==> src/verilog/svi_pkg.sv <==
// Constants for the shared-vector interrupt logic
`default_nettype none
package svi_pkg;
  localparam logic [7:0] ADDR_SRC_CTRL = 8'h00;
  localparam logic [7:0] ADDR_INT_CTRL = 8'h04;
  localparam logic [7:0] ADDR_STATUS = 8'h08;
  localparam int SRC_EE_FLAG = 6;
  localparam int SRC_CV_FLAG = 4;
  localparam int SRC_EE_EN = 2;
  localparam int SRC_CV_EN = 0;
  localparam int INT_GIE = 0;
  localparam int INT_MFE = 1;
  localparam int INT_LSE = 2;
  localparam int INT_SV_FLAG = 4;
  localparam int INT_LSF = 5;
  localparam int ST_STACK_FULL = 0;
  localparam int ST_SLEEP = 1;
  localparam int ST_LOW_LEVEL = 2;
  localparam int ST_MF_PEND = 3;
  localparam int ST_LS_PEND = 4;
  localparam logic [1:0] HTRANS_NONSEQ = 2'b10;
  localparam logic HRESP_OKAY = 1'b0;
  localparam logic RST_FLAG = 1'b0;
endpackage : svi_pkg
`default_nettype wire

==> src/verilog/svi_top.sv <==
// Shared-vector and low-supply interrupt logic with AHB-Lite registers
//
// The implementer's own choices: the register addresses and register access over AHB-Lite.
`default_nettype none
module svi_top
  import svi_pkg::*;
(
  input wire logic hclk,
  input wire logic hresetn,
  input wire logic hsel,
  input wire logic [31:0] haddr,
  input wire logic [1:0] htrans,
  input wire logic hwrite,
  input wire logic [2:0] hsize,
  input wire logic [31:0] hwdata,
  input wire logic hready,
  output logic [31:0] hrdata,
  output logic hreadyout,
  output logic hresp,
  input wire logic conv_done,
  input wire logic eeprom_write_done,
  input wire logic low_supply_detect,
  input wire logic stack_full,
  input wire logic sleep_mode,
  input wire logic return_from_irq_op,
  input wire logic return_op,
  output logic vector_call,
  output logic vector_is_low_supply,
  output logic push_pc,
  output logic pop_pc,
  output logic wake,
  output logic global_irq_enable
);
  logic conversion_done_flag;
  logic eeprom_write_done_flag;
  logic conversion_irq_enable;
  logic eeprom_irq_enable;
  logic shared_vector_request_flag;
  logic shared_vector_enable;
  logic low_supply_flag;
  logic low_supply_irq_enable;
  logic gie;
  logic wr_pend;
  logic rd_pend;
  logic [7:0] acc_addr;
  logic [2:0] ls_sync;
  logic ls_level;
  logic src_any_q;
  logic [3:0] flags_q;
  logic src_req;
  logic svc_low;
  logic svc_mf;
  logic svc_any;
  logic wr_src;
  logic wr_int;
  logic ls_rise;
  logic [3:0] flags_now;
  logic [31:0] rd_mux;

  // Address phase taken on this edge
  function automatic logic addr_taken(input logic rdy, input logic sel, input logic [1:0] trans);
    addr_taken = rdy && sel && trans == HTRANS_NONSEQ;
  endfunction : addr_taken

  // Address-phase acceptance
  always_ff @(posedge hclk or negedge hresetn)
  begin
    if (!hresetn)
    begin
      wr_pend <= 1'b0;
      rd_pend <= 1'b0;
      acc_addr <= 8'h00;
    end
    else if (addr_taken(hready, hsel, htrans))
    begin
      wr_pend <= hwrite;
      rd_pend <= !hwrite;
      acc_addr <= haddr[7:0];
    end
    else if (hready)
    begin
      wr_pend <= 1'b0;
      rd_pend <= 1'b0;
    end
    else
    begin
      rd_pend <= 1'b0;
    end
  end

  assign wr_src = wr_pend && acc_addr == ADDR_SRC_CTRL;
  assign wr_int = wr_pend && acc_addr == ADDR_INT_CTRL;

  // Reads take one wait state so a write just before is seen
  always_ff @(posedge hclk or negedge hresetn)
  begin
    if (!hresetn)
    begin
      hreadyout <= 1'b1;
      hrdata <= 32'h0000_0000;
    end
    else if (addr_taken(hready, hsel, htrans) && !hwrite)
    begin
      hreadyout <= 1'b0;
    end
    else if (rd_pend)
    begin
      hreadyout <= 1'b1;
      hrdata <= rd_mux;
    end
  end

  always_ff @(posedge hclk or negedge hresetn)
  begin
    if (!hresetn)
      hresp <= HRESP_OKAY;
    else
      hresp <= HRESP_OKAY;
  end

  // Read mux, unused bits and unmapped words read zero
  always_comb
  begin
    rd_mux = 32'h0000_0000;
    unique case (acc_addr)
      ADDR_SRC_CTRL:
      begin
        rd_mux[SRC_EE_FLAG] = eeprom_write_done_flag;
        rd_mux[SRC_CV_FLAG] = conversion_done_flag;
        rd_mux[SRC_EE_EN] = eeprom_irq_enable;
        rd_mux[SRC_CV_EN] = conversion_irq_enable;
      end
      ADDR_INT_CTRL:
      begin
        rd_mux[INT_GIE] = gie;
        rd_mux[INT_MFE] = shared_vector_enable;
        rd_mux[INT_LSE] = low_supply_irq_enable;
        rd_mux[INT_SV_FLAG] = shared_vector_request_flag;
        rd_mux[INT_LSF] = low_supply_flag;
      end
      ADDR_STATUS:
      begin
        rd_mux[ST_STACK_FULL] = stack_full;
        rd_mux[ST_SLEEP] = sleep_mode;
        rd_mux[ST_LOW_LEVEL] = ls_level;
        rd_mux[ST_MF_PEND] = shared_vector_request_flag && src_req;
        rd_mux[ST_LS_PEND] = low_supply_flag;
      end
      default:
        rd_mux = 32'h0000_0000;
    endcase
  end

  // Low-supply detector level, three stages, change when last two agree
  always_ff @(posedge hclk or negedge hresetn)
  begin
    if (!hresetn)
    begin
      ls_sync <= 3'b000;
      ls_level <= 1'b0;
    end
    else
    begin
      ls_sync <= {ls_sync[1:0], low_supply_detect};
      if (ls_sync[1] == ls_sync[2])
        ls_level <= ls_sync[2];
    end
  end

  assign ls_rise = ls_sync[1] == ls_sync[2] && ls_sync[2] && !ls_level;

  // Enables written by software
  always_ff @(posedge hclk or negedge hresetn)
  begin
    if (!hresetn)
    begin
      conversion_irq_enable <= 1'b0;
      eeprom_irq_enable <= 1'b0;
      shared_vector_enable <= 1'b0;
      low_supply_irq_enable <= 1'b0;
    end
    else
    begin
      if (wr_src)
      begin
        conversion_irq_enable <= hwdata[SRC_CV_EN];
        eeprom_irq_enable <= hwdata[SRC_EE_EN];
      end
      if (wr_int)
      begin
        shared_vector_enable <= hwdata[INT_MFE];
        low_supply_irq_enable <= hwdata[INT_LSE];
      end
    end
  end

  // Source flags: events set, software writes set or clear, set wins
  always_ff @(posedge hclk or negedge hresetn)
  begin
    if (!hresetn)
    begin
      conversion_done_flag <= RST_FLAG;
      eeprom_write_done_flag <= RST_FLAG;
    end
    else
    begin
      if (conv_done)
        conversion_done_flag <= 1'b1;
      else if (wr_src)
        conversion_done_flag <= hwdata[SRC_CV_FLAG];
      if (eeprom_write_done)
        eeprom_write_done_flag <= 1'b1;
      else if (wr_src)
        eeprom_write_done_flag <= hwdata[SRC_EE_FLAG];
    end
  end

  // Contained requests that may reach the shared vector
  assign src_req = (conversion_done_flag && conversion_irq_enable)
    || (eeprom_write_done_flag && eeprom_irq_enable);

  // Fixed priority, low supply above shared vector
  assign svc_low = gie && low_supply_irq_enable && low_supply_flag && !stack_full;
  assign svc_mf = gie && shared_vector_enable && shared_vector_request_flag && src_req
    && !stack_full && !svc_low;
  assign svc_any = svc_low || svc_mf;

  // Shared-vector flag
  always_ff @(posedge hclk or negedge hresetn)
  begin
    if (!hresetn)
    begin
      src_any_q <= 1'b0;
      shared_vector_request_flag <= RST_FLAG;
    end
    else
    begin
      src_any_q <= conversion_done_flag || eeprom_write_done_flag;
      if ((conversion_done_flag || eeprom_write_done_flag) && !src_any_q)
        shared_vector_request_flag <= 1'b1;
      else if (svc_mf)
        shared_vector_request_flag <= 1'b0;
      else if (wr_int)
        shared_vector_request_flag <= hwdata[INT_SV_FLAG];
    end
  end

  // Low-supply flag
  always_ff @(posedge hclk or negedge hresetn)
  begin
    if (!hresetn)
      low_supply_flag <= RST_FLAG;
    else if (ls_rise)
      low_supply_flag <= 1'b1;
    else if (svc_low)
      low_supply_flag <= 1'b0;
    else if (wr_int)
      low_supply_flag <= hwdata[INT_LSF];
  end

  // Global enable: service clears, return-from-interrupt sets
  always_ff @(posedge hclk or negedge hresetn)
  begin
    if (!hresetn)
      gie <= 1'b0;
    else if (svc_any)
      gie <= 1'b0;
    else if (return_from_irq_op)
      gie <= 1'b1;
    else if (wr_int)
      gie <= hwdata[INT_GIE];
  end

  always_ff @(posedge hclk or negedge hresetn)
  begin
    if (!hresetn)
      global_irq_enable <= 1'b0;
    else if (svc_any)
      global_irq_enable <= 1'b0;
    else if (return_from_irq_op)
      global_irq_enable <= 1'b1;
    else if (wr_int)
      global_irq_enable <= hwdata[INT_GIE];
  end

  // Call strobes, one cycle after the service decision
  always_ff @(posedge hclk or negedge hresetn)
  begin
    if (!hresetn)
    begin
      vector_call <= 1'b0;
      push_pc <= 1'b0;
    end
    else
    begin
      vector_call <= svc_any;
      push_pc <= svc_any;
    end
  end

  // Vector select, held until the next call
  always_ff @(posedge hclk or negedge hresetn)
  begin
    if (!hresetn)
      vector_is_low_supply <= 1'b0;
    else if (svc_any)
      vector_is_low_supply <= svc_low;
  end

  // Return strobe
  always_ff @(posedge hclk or negedge hresetn)
  begin
    if (!hresetn)
      pop_pc <= 1'b0;
    else
      pop_pc <= return_from_irq_op || return_op;
  end

  // Wake-up on any flag rising while asleep
  assign flags_now = {low_supply_flag, shared_vector_request_flag, eeprom_write_done_flag, conversion_done_flag};

  // Previous flag values for edge detection
  always_ff @(posedge hclk or negedge hresetn)
  begin
    if (!hresetn)
      flags_q <= 4'h0;
    else
      flags_q <= flags_now;
  end

  always_ff @(posedge hclk or negedge hresetn)
  begin
    if (!hresetn)
      wake <= 1'b0;
    else
      wake <= sleep_mode && |(flags_now & ~flags_q);
  end

  logic unused_ok;
  assign unused_ok = ^{haddr[31:8], hsize};
endmodule : svi_top
`default_nettype wire

==> config.mk <==
export PLATFORM = sky130hd
export DESIGN_NAME = svi_top
export DESIGN_NICKNAME = d
export VERILOG_FILES = /design/src/verilog/svi_pkg.sv /design/src/verilog/svi_top.sv
export SDC_FILE = /design/constraint.sdc
export NUM_CORES = 1
export LEC_CHECK = 0
export BUFFER_PORTS_ARGS = -buffer_cell sky130_fd_sc_hd__buf_2
export CAP_MARGIN = 25
export CORE_ASPECT_RATIO = 1.1
export CORE_UTILIZATION = 40
export CTS_CLUSTER_DIAMETER = 40
export CTS_CLUSTER_SIZE = 16
export DETAILED_ROUTE_END_ITERATION = 6
export GPL_TIMING_DRIVEN = 0
export PLACE_DENSITY = 0.77
export SYNTH_ARGS = -nofsm -noshare
export SYNTH_HDL_FRONTEND = slang
export SYNTH_SLANG_ARGS = --single-unit
==> constraint.sdc <==
create_clock -name hclk -period 2.5 [get_ports hclk]
set_input_delay 0.5 -clock hclk [delete_from_list [all_inputs] [get_ports hclk]]
set_output_delay 0.5 -clock hclk [all_outputs]
set_load 0.02 [all_outputs]
# After elaboration in Yosys (flattened, before gate mapping)
# Cells that the tools add are included.
# classes
mux	25
magnitude_cmp	0
n_mul	0
n_shift	0
addsub	0
div	0
eq_ne	4
reduce_logical	39
bitwise	3
# ops
cell	n
$mux 1	21
$logic_and 1x1->1	20
$pmux 1 s3	3
$reduce_bool 3->1	3
$eq 8x3->1 const B	1
$eq 8x4->1 const B	1
$logic_not 8->1	1
$reduce_bool 2->1	4
$logic_not 1->1	5
$and 4x4->4	1
$logic_or 1x1->1	4
$not 4->4	1
$reduce_or 4->1	1
$eq 2x2->1 const B	1
$pmux 1 s2	1
$reduce_and 2->1	1
$eq 1x1->1	1
$not 1->1	1
# totals
romBits	0
input_bits	81
memories	0
output_inout_bits	40
reg_bits	40
ramBits	0
latchBits	0

# Longest topological paths before layout
# Gate-level depths: netlist of the first run.
# depth
word_depth	7
depth_mapped	5

# Worst setup path after synthesis of the first run
# OpenSTA, ideal clock, no wires.
# synth_path
path_kind	reg-to-reg
from	register acc_addr[5]
to	register low_supply_irq_enable
path_slack_ps	711
path_stages_with_launch	4
arrival_ps	1664
n_path_buf	0
t_required_ps	2375
synth_period_minus_slack_ps	1789
cell_sequence	dfrtp_1 > or4_4 > nor4_4 > mux2_2
# synth_via
elab_chain_cells	2
# synth_lines
element	line_no	source
from (decl)	svi_top.sv:45	logic [7:0] acc_addr;
from (signal assigned)	svi_top.sv:78	acc_addr <= haddr[7:0];
$eq 8x3->1	svi_top.sv:92	assign wr_int = wr_pend && acc_addr == ADDR_INT_CTRL;
$logic_and 1x1->1	svi_top.sv:92	
to (signal assigned)	svi_top.sv:192	low_supply_irq_enable <= hwdata[INT_LSE];
to (decl)	svi_top.sv:41	logic low_supply_irq_enable;
# No other way between the ends.
# A chain may end at the register's enable or synchronous reset.

# Final worst setup path of the first run
# Same ends and word-level chain as after synthesis.

==> flow_metrics.env, run 1 <==
export IMPL_drive_above_1_share=0.401
export IMPL_clkPwrFrac=0.267
export IMPL_dr_pass1_iters=4
export IMPL_antenna_cells=0
export IMPL_dp_slack_ps=575
export IMPL_gp_congestion=0.792
export IMPL_drt_iter0_markers=49
export IMPL_utilization=0.530
export IMPL_hold_path_class="input pin to register"
export IMPL_finalPower_mw=1.62
export IMPL_ys_ff_latch=40
export IMPL_htreeDepth=2
export IMPL_core_um2=4380
export IMPL_chipHeight_um=73.5
export IMPL_p_leak_nw=1.20
export IMPL_timing_final_ws_setup_ps=590
export IMPL_endpoint="low_supply_irq_enable"
export IMPL_outcome="finished, final reports clean"
export IMPL_clockBufferDepth=2
export IMPL_grt_pass1_wl_um=5470
export IMPL_p_sw_mw=0.486
export IMPL_stdcell_count=291
export IMPL_finish_net_count=318
export IMPL_rows=25
export IMPL_route_detailed_drc=0
export IMPL_avgSynthCellArea_um2=11.4
export IMPL_worst_r2r_startpoint="acc_addr[5]"
export IMPL_antenna_found_initial=0
export IMPL_cp_required_ps=2680
export IMPL_io_pins=121
export IMPL_cts_buffers=5
export IMPL_power_frac_comb=0.235
export IMPL_grt_util_all_layers=0.152
export IMPL_grt_pass1_vias=1250
export IMPL_r2r_end="low_supply_irq_enable"
export IMPL_grt_start_max_net_pins=41
export IMPL_grt_overflow_total=0
export IMPL_clkSinkCount=40
export IMPL_chipWidth_um=67.0
export IMPL_vdd_ir_drop_max_mv=0.472
export IMPL_min_period_ps=1910
export IMPL_setup_violations=0
export IMPL_cts_resized=0
export IMPL_clk_pin_slew_ps=70
export IMPL_pwr_density_cell_nw_per_um2=700
export IMPL_start_kind="register"
export IMPL_wl_per_cell_um=11.2
export IMPL_drv_slew=0
export IMPL_finClkSkew_ps=7.02
export IMPL_relSlewSlack=0.426
export IMPL_cap_violations=0
export IMPL_reg2reg_slack_ps=590
export IMPL_yosysWarnings=0
export IMPL_hp_start="low_supply_detect"
export IMPL_p_int_mw=1.14
export IMPL_worst_pin_slew_ps=861
export IMPL_vias=1302
export IMPL_dp_cells=283
export IMPL_final_cell_mix="buf_2 (41), dfrtp_1 (39), buf_4 (28)"
export IMPL_holdWs_ps=311
export IMPL_place_area_um2=2230
export IMPL_layout_commonest_cell="buf_2"
export IMPL_numPortBuffers=41
export IMPL_rsz0062_at_grt="no"
export IMPL_ff2ff_path_depth=3
export IMPL_via_per_inst=4.47
export IMPL_initial_core_util=0.425
export IMPL_syn_inst=163
export IMPL_routed_wl_um=3250
export IMPL_cts_root_buf="clkbuf_8"
export IMPL_cts_setup_buffers=0
export IMPL_finish_instance_area_um2=2320
export IMPL_ys_types=32
export IMPL_crit_fanout=5
export IMPL_dp_hpwl_um=2540
export IMPL_swShare=0.299
export IMPL_hold_depth=1
export IMPL_crit_type="register to register"
export IMPL_clock_fmax_mhz=524
export IMPL_end_kind="register"
export IMPL_cts_hold_buf=0
export IMPL_tritoncts="built"
export IMPL_clk_latency_ps=290
export IMPL_area_growth_syn_to_layout_pct=24.8
export IMPL_final_antenna_net_count=0
export IMPL_finalCritPeriodShare=0.764
export IMPL_die_area_um2=4930
export IMPL_setup_tns_ps=0
export IMPL_syn_area_um2=1860
export IMPL_seq_power_share=0.499
export IMPL_hold_violations=0
export IMPL_arrival_ps=2090
export IMPL_cp_startpoint="acc_addr[5]"
export IMPL_yosysSeqAreaShare=0.539
## worst max-delay path: stages (launching register included)
cell	delay (ps)
dfrtp_1	380
or4_4	580
nor4_4	460
mux2_2	390
## power groups by stage
| stage | clock (mW) | combinational, mW | sequential [mW] |
|---|---|---|---|
| finish | 0.433 | 0.381 | 0.810 |
| detailed placement | 0 | 0.384 | 0.824 |
| floorplan | 0 | 0.250 | 0.841 |
| global placement | 0 | 0.371 | 0.820 |
| global route | 0.477 | 0.422 | 0.824 |
| CTS | 0.450 | 0.386 | 0.811 |
## Yosys cell counts, drive strengths merged
cell	instances	area [um^2]
nor3	1	5.00
or4	1	11.3
o21ai	1	5.00
nand4	2	12.5
o31ai	5	37.5
a32o	2	20.0
clkbuf	4	15.0
mux2	13	146
a21o	1	7.51
a22o	1	8.76
dfstp	1	26.3
nand2	9	33.8
o21a	1	7.51
and3	1	6.26
conb	1	3.75
mux2i	6	60.1
nand3	1	5.00
o22ai	5	31.3
inv	12	45.0
o211ai	2	15.0
nor4b	1	23.8
nand4b	1	8.76
a21oi	7	35.0
nor2b	1	6.26
buf	28	210
ha	1	12.5
nor2	10	37.5
dfrtp	39	976
nand2b	1	6.26
nor4	1	21.3
or2	3	18.8
## how the worst min path moves through the flow
stage	to	slack [ps]
floorplan	acc_addr[0]	200
global placement	ls_sync[1]	340
detailed placement	ls_sync[1]	350
CTS	ls_sync[0]	310
global route	ls_sync[0]	300
finish	ls_sync[0]	310
## per-layer routing
layer | track usage | wire [um] | vias up
met1 | 0.185 | 1400 | 599
met2 | 0.242 | 1560 | 47
li1 | - | - | 649
met5 | 0 | 0 | -
met3 | 0.0497 | 222 | 7
met4 | 0.0709 | 57 | 0
## area by class of cell
cell class	count	area (um^2)
fillers	422	2060
inverters	12	45.0
clock buffers	7	86.3
clock inverters	1	7.51
well taps	54	67.6
multi-input cells	104	681
repair buffers	41	205
flip-flops and latches	40	1000
plain buffers	32	225
## cells by family (layout without fill, tap and decap cells)
family | after synthesis | after routing | share of synthesized area
other cells | 1 | 26 | 0.00202
mux | 19 | 19 | 0.111
buf+inv | 44 | 93 | 0.145
fa+ha+maj | 1 | 1 | 0.00673
flops | 40 | 40 | 0.539
simple gates | 33 | 33 | 0.106
compound gates | 25 | 25 | 0.0902
## state kept, by name (all words and copies together), names as in the netlist, 3 cells and up
register	count
ls_sync	3
acc_addr	8
hrdata	7
flags_q	4
Power figures use the tool's default switching activity.
==> inputs of run 2 (changes only) <==
--- a/config.mk
+++ b/config.mk
@@ -5,10 +5,11 @@
 export SDC_FILE = /design/constraint.sdc
 export NUM_CORES = 1
 export LEC_CHECK = 0
+export ABC_AREA = 1
 export BUFFER_PORTS_ARGS = -buffer_cell sky130_fd_sc_hd__buf_2
 export CAP_MARGIN = 25
 export CORE_ASPECT_RATIO = 1.1
-export CORE_UTILIZATION = 40
+export CORE_UTILIZATION = 39
 export CTS_CLUSTER_DIAMETER = 40
 export CTS_CLUSTER_SIZE = 16
 export DETAILED_ROUTE_END_ITERATION = 6
==> constraint.sdc (replaced) <==
create_clock -name hclk -period 1.6 [get_ports hclk]
set_input_delay 0.32 -clock hclk [delete_from_list [all_inputs] [get_ports hclk]]
set_output_delay 0.32 -clock hclk [all_outputs]
set_load 0.02 [all_outputs]
==> run 2 against run 1 <==
Worst hold slack worse by 180 ps. Setup slack worse by 290 ps. Final cell count up 19%. Clock-buffer cell count down 1. Power up 65%. Clock power up 83%. Clock skew down 0.81 ps. Global-route usage down 1.6 points. Combinational power up 59%. Critical endpoint is now hreadyout. Largest cell class unchanged. Highest routed layer unchanged.
==> flow_metrics.env, run 2 <==
export IMPL_outcome="finished, final reports clean"
export IMPL_final_cell_mix="nand2_1 (55), buf_2 (41), dfrtp_1 (39)"
export IMPL_ff2ff_path_depth=7
export IMPL_yosys_top_cells_area="dfrtp_1 (49%), buf_4 (11%), nand2_1 (10%)"
export IMPL_path_depth=1
export IMPL_synth_edf_count=0
export IMPL_min_period_ps=1300
export IMPL_antenna_found_initial=0
export IMPL_hold_violations=0
export IMPL_synth_top_area_cell="dfrtp_1"
export IMPL_yosysMostFrequentCell="nand2_1"
export IMPL_route_met2_wl_um=1720
export IMPL_clock_fmax_mhz=767
export IMPL_holdWs_ps=134
export IMPL_relSlewSlack=0.436
export IMPL_drt_iter0_markers=33
export IMPL_final_antenna_net_count=0
export IMPL_via_per_inst=4.35
export IMPL_cts_root_buf="clkbuf_8"
export IMPL_crit_type="register to primary output"
export IMPL_pwr_density_cell_nw_per_um2=1090
export IMPL_clkSinkCount=40
export IMPL_grt_util_all_layers=0.136
export IMPL_p_leak_nw=1.40
export IMPL_finish_instance_area_um2=2460
export IMPL_slowest_delay_ps=540
export IMPL_cts_resized=0
export IMPL_synthArstFlopShare=1.00
export IMPL_clk_latency_ps=290
export IMPL_wl_met1_um=1500
export IMPL_finalCritPeriodShare=0.815
export IMPL_dp_hpwl_um=2810
export IMPL_ys_types=27
export IMPL_cp_required_ps=1280
export IMPL_ys_ff_latch=40
export IMPL_worst_path_buf_inv=1
export IMPL_syn_inst=216
export IMPL_critPathTopFamily="flip-flops"
export IMPL_layout_commonest_cell="nand2_1"
export IMPL_critPathSlowestCell="dfstp_2"
export IMPL_tritoncts="built"
export IMPL_cp_startpoint="hreadyout"
export IMPL_vias=1505
export IMPL_drive_above_1_share=0.341
export IMPL_largest_reg_flops=8
export IMPL_cts_buffers=5
export IMPL_synthFlopType="dfrtp_1"
export IMPL_path_cells="buf_2"
export IMPL_numPortBuffers=41
export IMPL_setup_violations=0
export IMPL_place_area_um2=2350
export IMPL_gp_congestion=0.871
export IMPL_initial_core_util=0.418
export IMPL_hold_path_class="input pin to asynchronous set/reset pin"
export IMPL_reg_top3="acc_addr x8, hrdata x7, flags_q x4"
export IMPL_dr_pass1_iters=4
export IMPL_arrival_ps=980
export IMPL_syn_area_um2=1980
export IMPL_cts_hold_buf=0
export IMPL_route_detailed_drc=0
export IMPL_cts_setup_buffers=0
export IMPL_htreeDepth=2
export IMPL_routed_wl_um=3530
export IMPL_reg2reg_slack_ps=360
export IMPL_topRoutingLayerUsed="met4"
export IMPL_grt_pass1_vias=1341
export IMPL_yosysWarnings=0
export IMPL_grt_start_max_net_pins=41
export IMPL_finish_net_count=371
export IMPL_clockBufferDepth=2
export IMPL_chipWidth_um=70.0
export IMPL_antenna_cells=0
export IMPL_clk_pin_slew_ps=80
export IMPL_worst_r2r_startpoint="acc_addr[2]"
export IMPL_endpoint="hreadyout"
export IMPL_area_growth_syn_to_layout_pct=24.0
export IMPL_drv_slew=0
export IMPL_setup_tns_ps=0
export IMPL_rows=26
export IMPL_dr_wl_met3_um=272
export IMPL_grt_overflow_total=0
export IMPL_avgSynthCellArea_um2=9.18
export IMPL_finClkSkew_ps=6.21
export IMPL_synth_top_cell_area_share=0.492
export IMPL_chipHeight_um=76.8
export IMPL_start_kind="register"
export IMPL_core_um2=4750
export IMPL_vdd_ir_drop_max_mv=0.572
export IMPL_io_pins=121
export IMPL_crit_fanout=2
export IMPL_yosys_top_cells_count="nand2_1 (55), dfrtp_1 (39), buf_4 (28)"
export IMPL_grt_pass1_wl_um=5770
export IMPL_rsz0062_at_grt="no"
export IMPL_wl_per_cell_um=10.2
export IMPL_worst_pin_slew_ps=847
export IMPL_end_kind="primary output"
export IMPL_top_register="acc_addr"
export IMPL_die_area_um2=5370
export IMPL_cap_violations=0
export IMPL_r2r_end="hrdata[4]"
export IMPL_yosysSeqAreaShare=0.505
==> run 2: cell count changes after synthesis, sizes merged, moves of 2 or more <==
| cell | before | now |
|---|---|---|
| nand3 | 1 | 19 |
| nand4 | 2 | 5 |
| o21ai | 1 | 7 |
| o31ai | 5 | 0 |
| nand2 | 9 | 59 |
| mux2i | 6 | 0 |
| o22ai | 5 | 3 |
| or2 | 3 | 1 |
| a32o | 2 | 0 |
| o211ai | 2 | 0 |
| nor2 | 10 | 19 |
| inv | 12 | 20 |
| clkbuf | 4 | 0 |
| mux2 | 13 | 4 |
==> run 2: area by class of cell <==
| type | instances | area, um^2 |
|---|---|---|
| well taps | 56 | 70.1 |
| repair buffers | 41 | 205 |
| fillers | 469 | 2290 |
| clock inverters | 2 | 35.0 |
| plain buffers | 29 | 221 |
| inverters | 20 | 77.6 |
| flip-flops and latches | 40 | 1000 |
| multi-input cells | 152 | 776 |
| clock buffers | 6 | 72.6 |
==> run 2: routing by layer <==
metal  global-route usage  vias to the layer above
li1                     -                      776
met4               0.0420                        0
met5                    0                        -
met3               0.0486                        5
met1                0.161                      661
met2                0.231                       63
==> run 2: kinds of logic (layout without fill, tap and decap cells) <==
kind of cell	after synthesis	in the layout	synth area share
mux	4	4	0.0246
compound gates	18	18	0.0486
fa+ha+maj	1	1	0.00631
flops	40	40	0.505
other cells	1	26	0.00189
buf+inv	49	98	0.151
simple gates	103	103	0.262
==> run 2: worst min-delay path by stage <==
stage	to	slack [ps]	cells after the start	from
floorplan	acc_addr[0]	20	0	hresetn
global placement	ls_sync[1]	340	0	ls_sync[0]
detailed placement	ls_sync[1]	340	0	ls_sync[0]
CTS	ls_sync[0]	120	1	low_supply_detect
global route	ls_sync[0]	120	1	low_supply_detect
finish	hrdata[2]	130	1	hresetn
==> run 2: through the flow <==
step           utilization  worst slack [ps]  cells  power (mW)
6_report             0.518               296    346        2.68
5_1_grt              0.518               248    346        2.84
4_1_cts              0.518               283    346        2.71
3_5_place_dp         0.495               341    338        1.92
3_3_place_gp         0.495               349    338        1.89
2_1_floorplan            -               461    241        1.72
==> run 2: where the power goes <==
part | internal, mW | total, mW | switching (mW)
Clock | 0.463 | 0.794 | 0.332
Combinational | 0.240 | 0.606 | 0.366
Sequential | 1.16 | 1.28 | 0.121
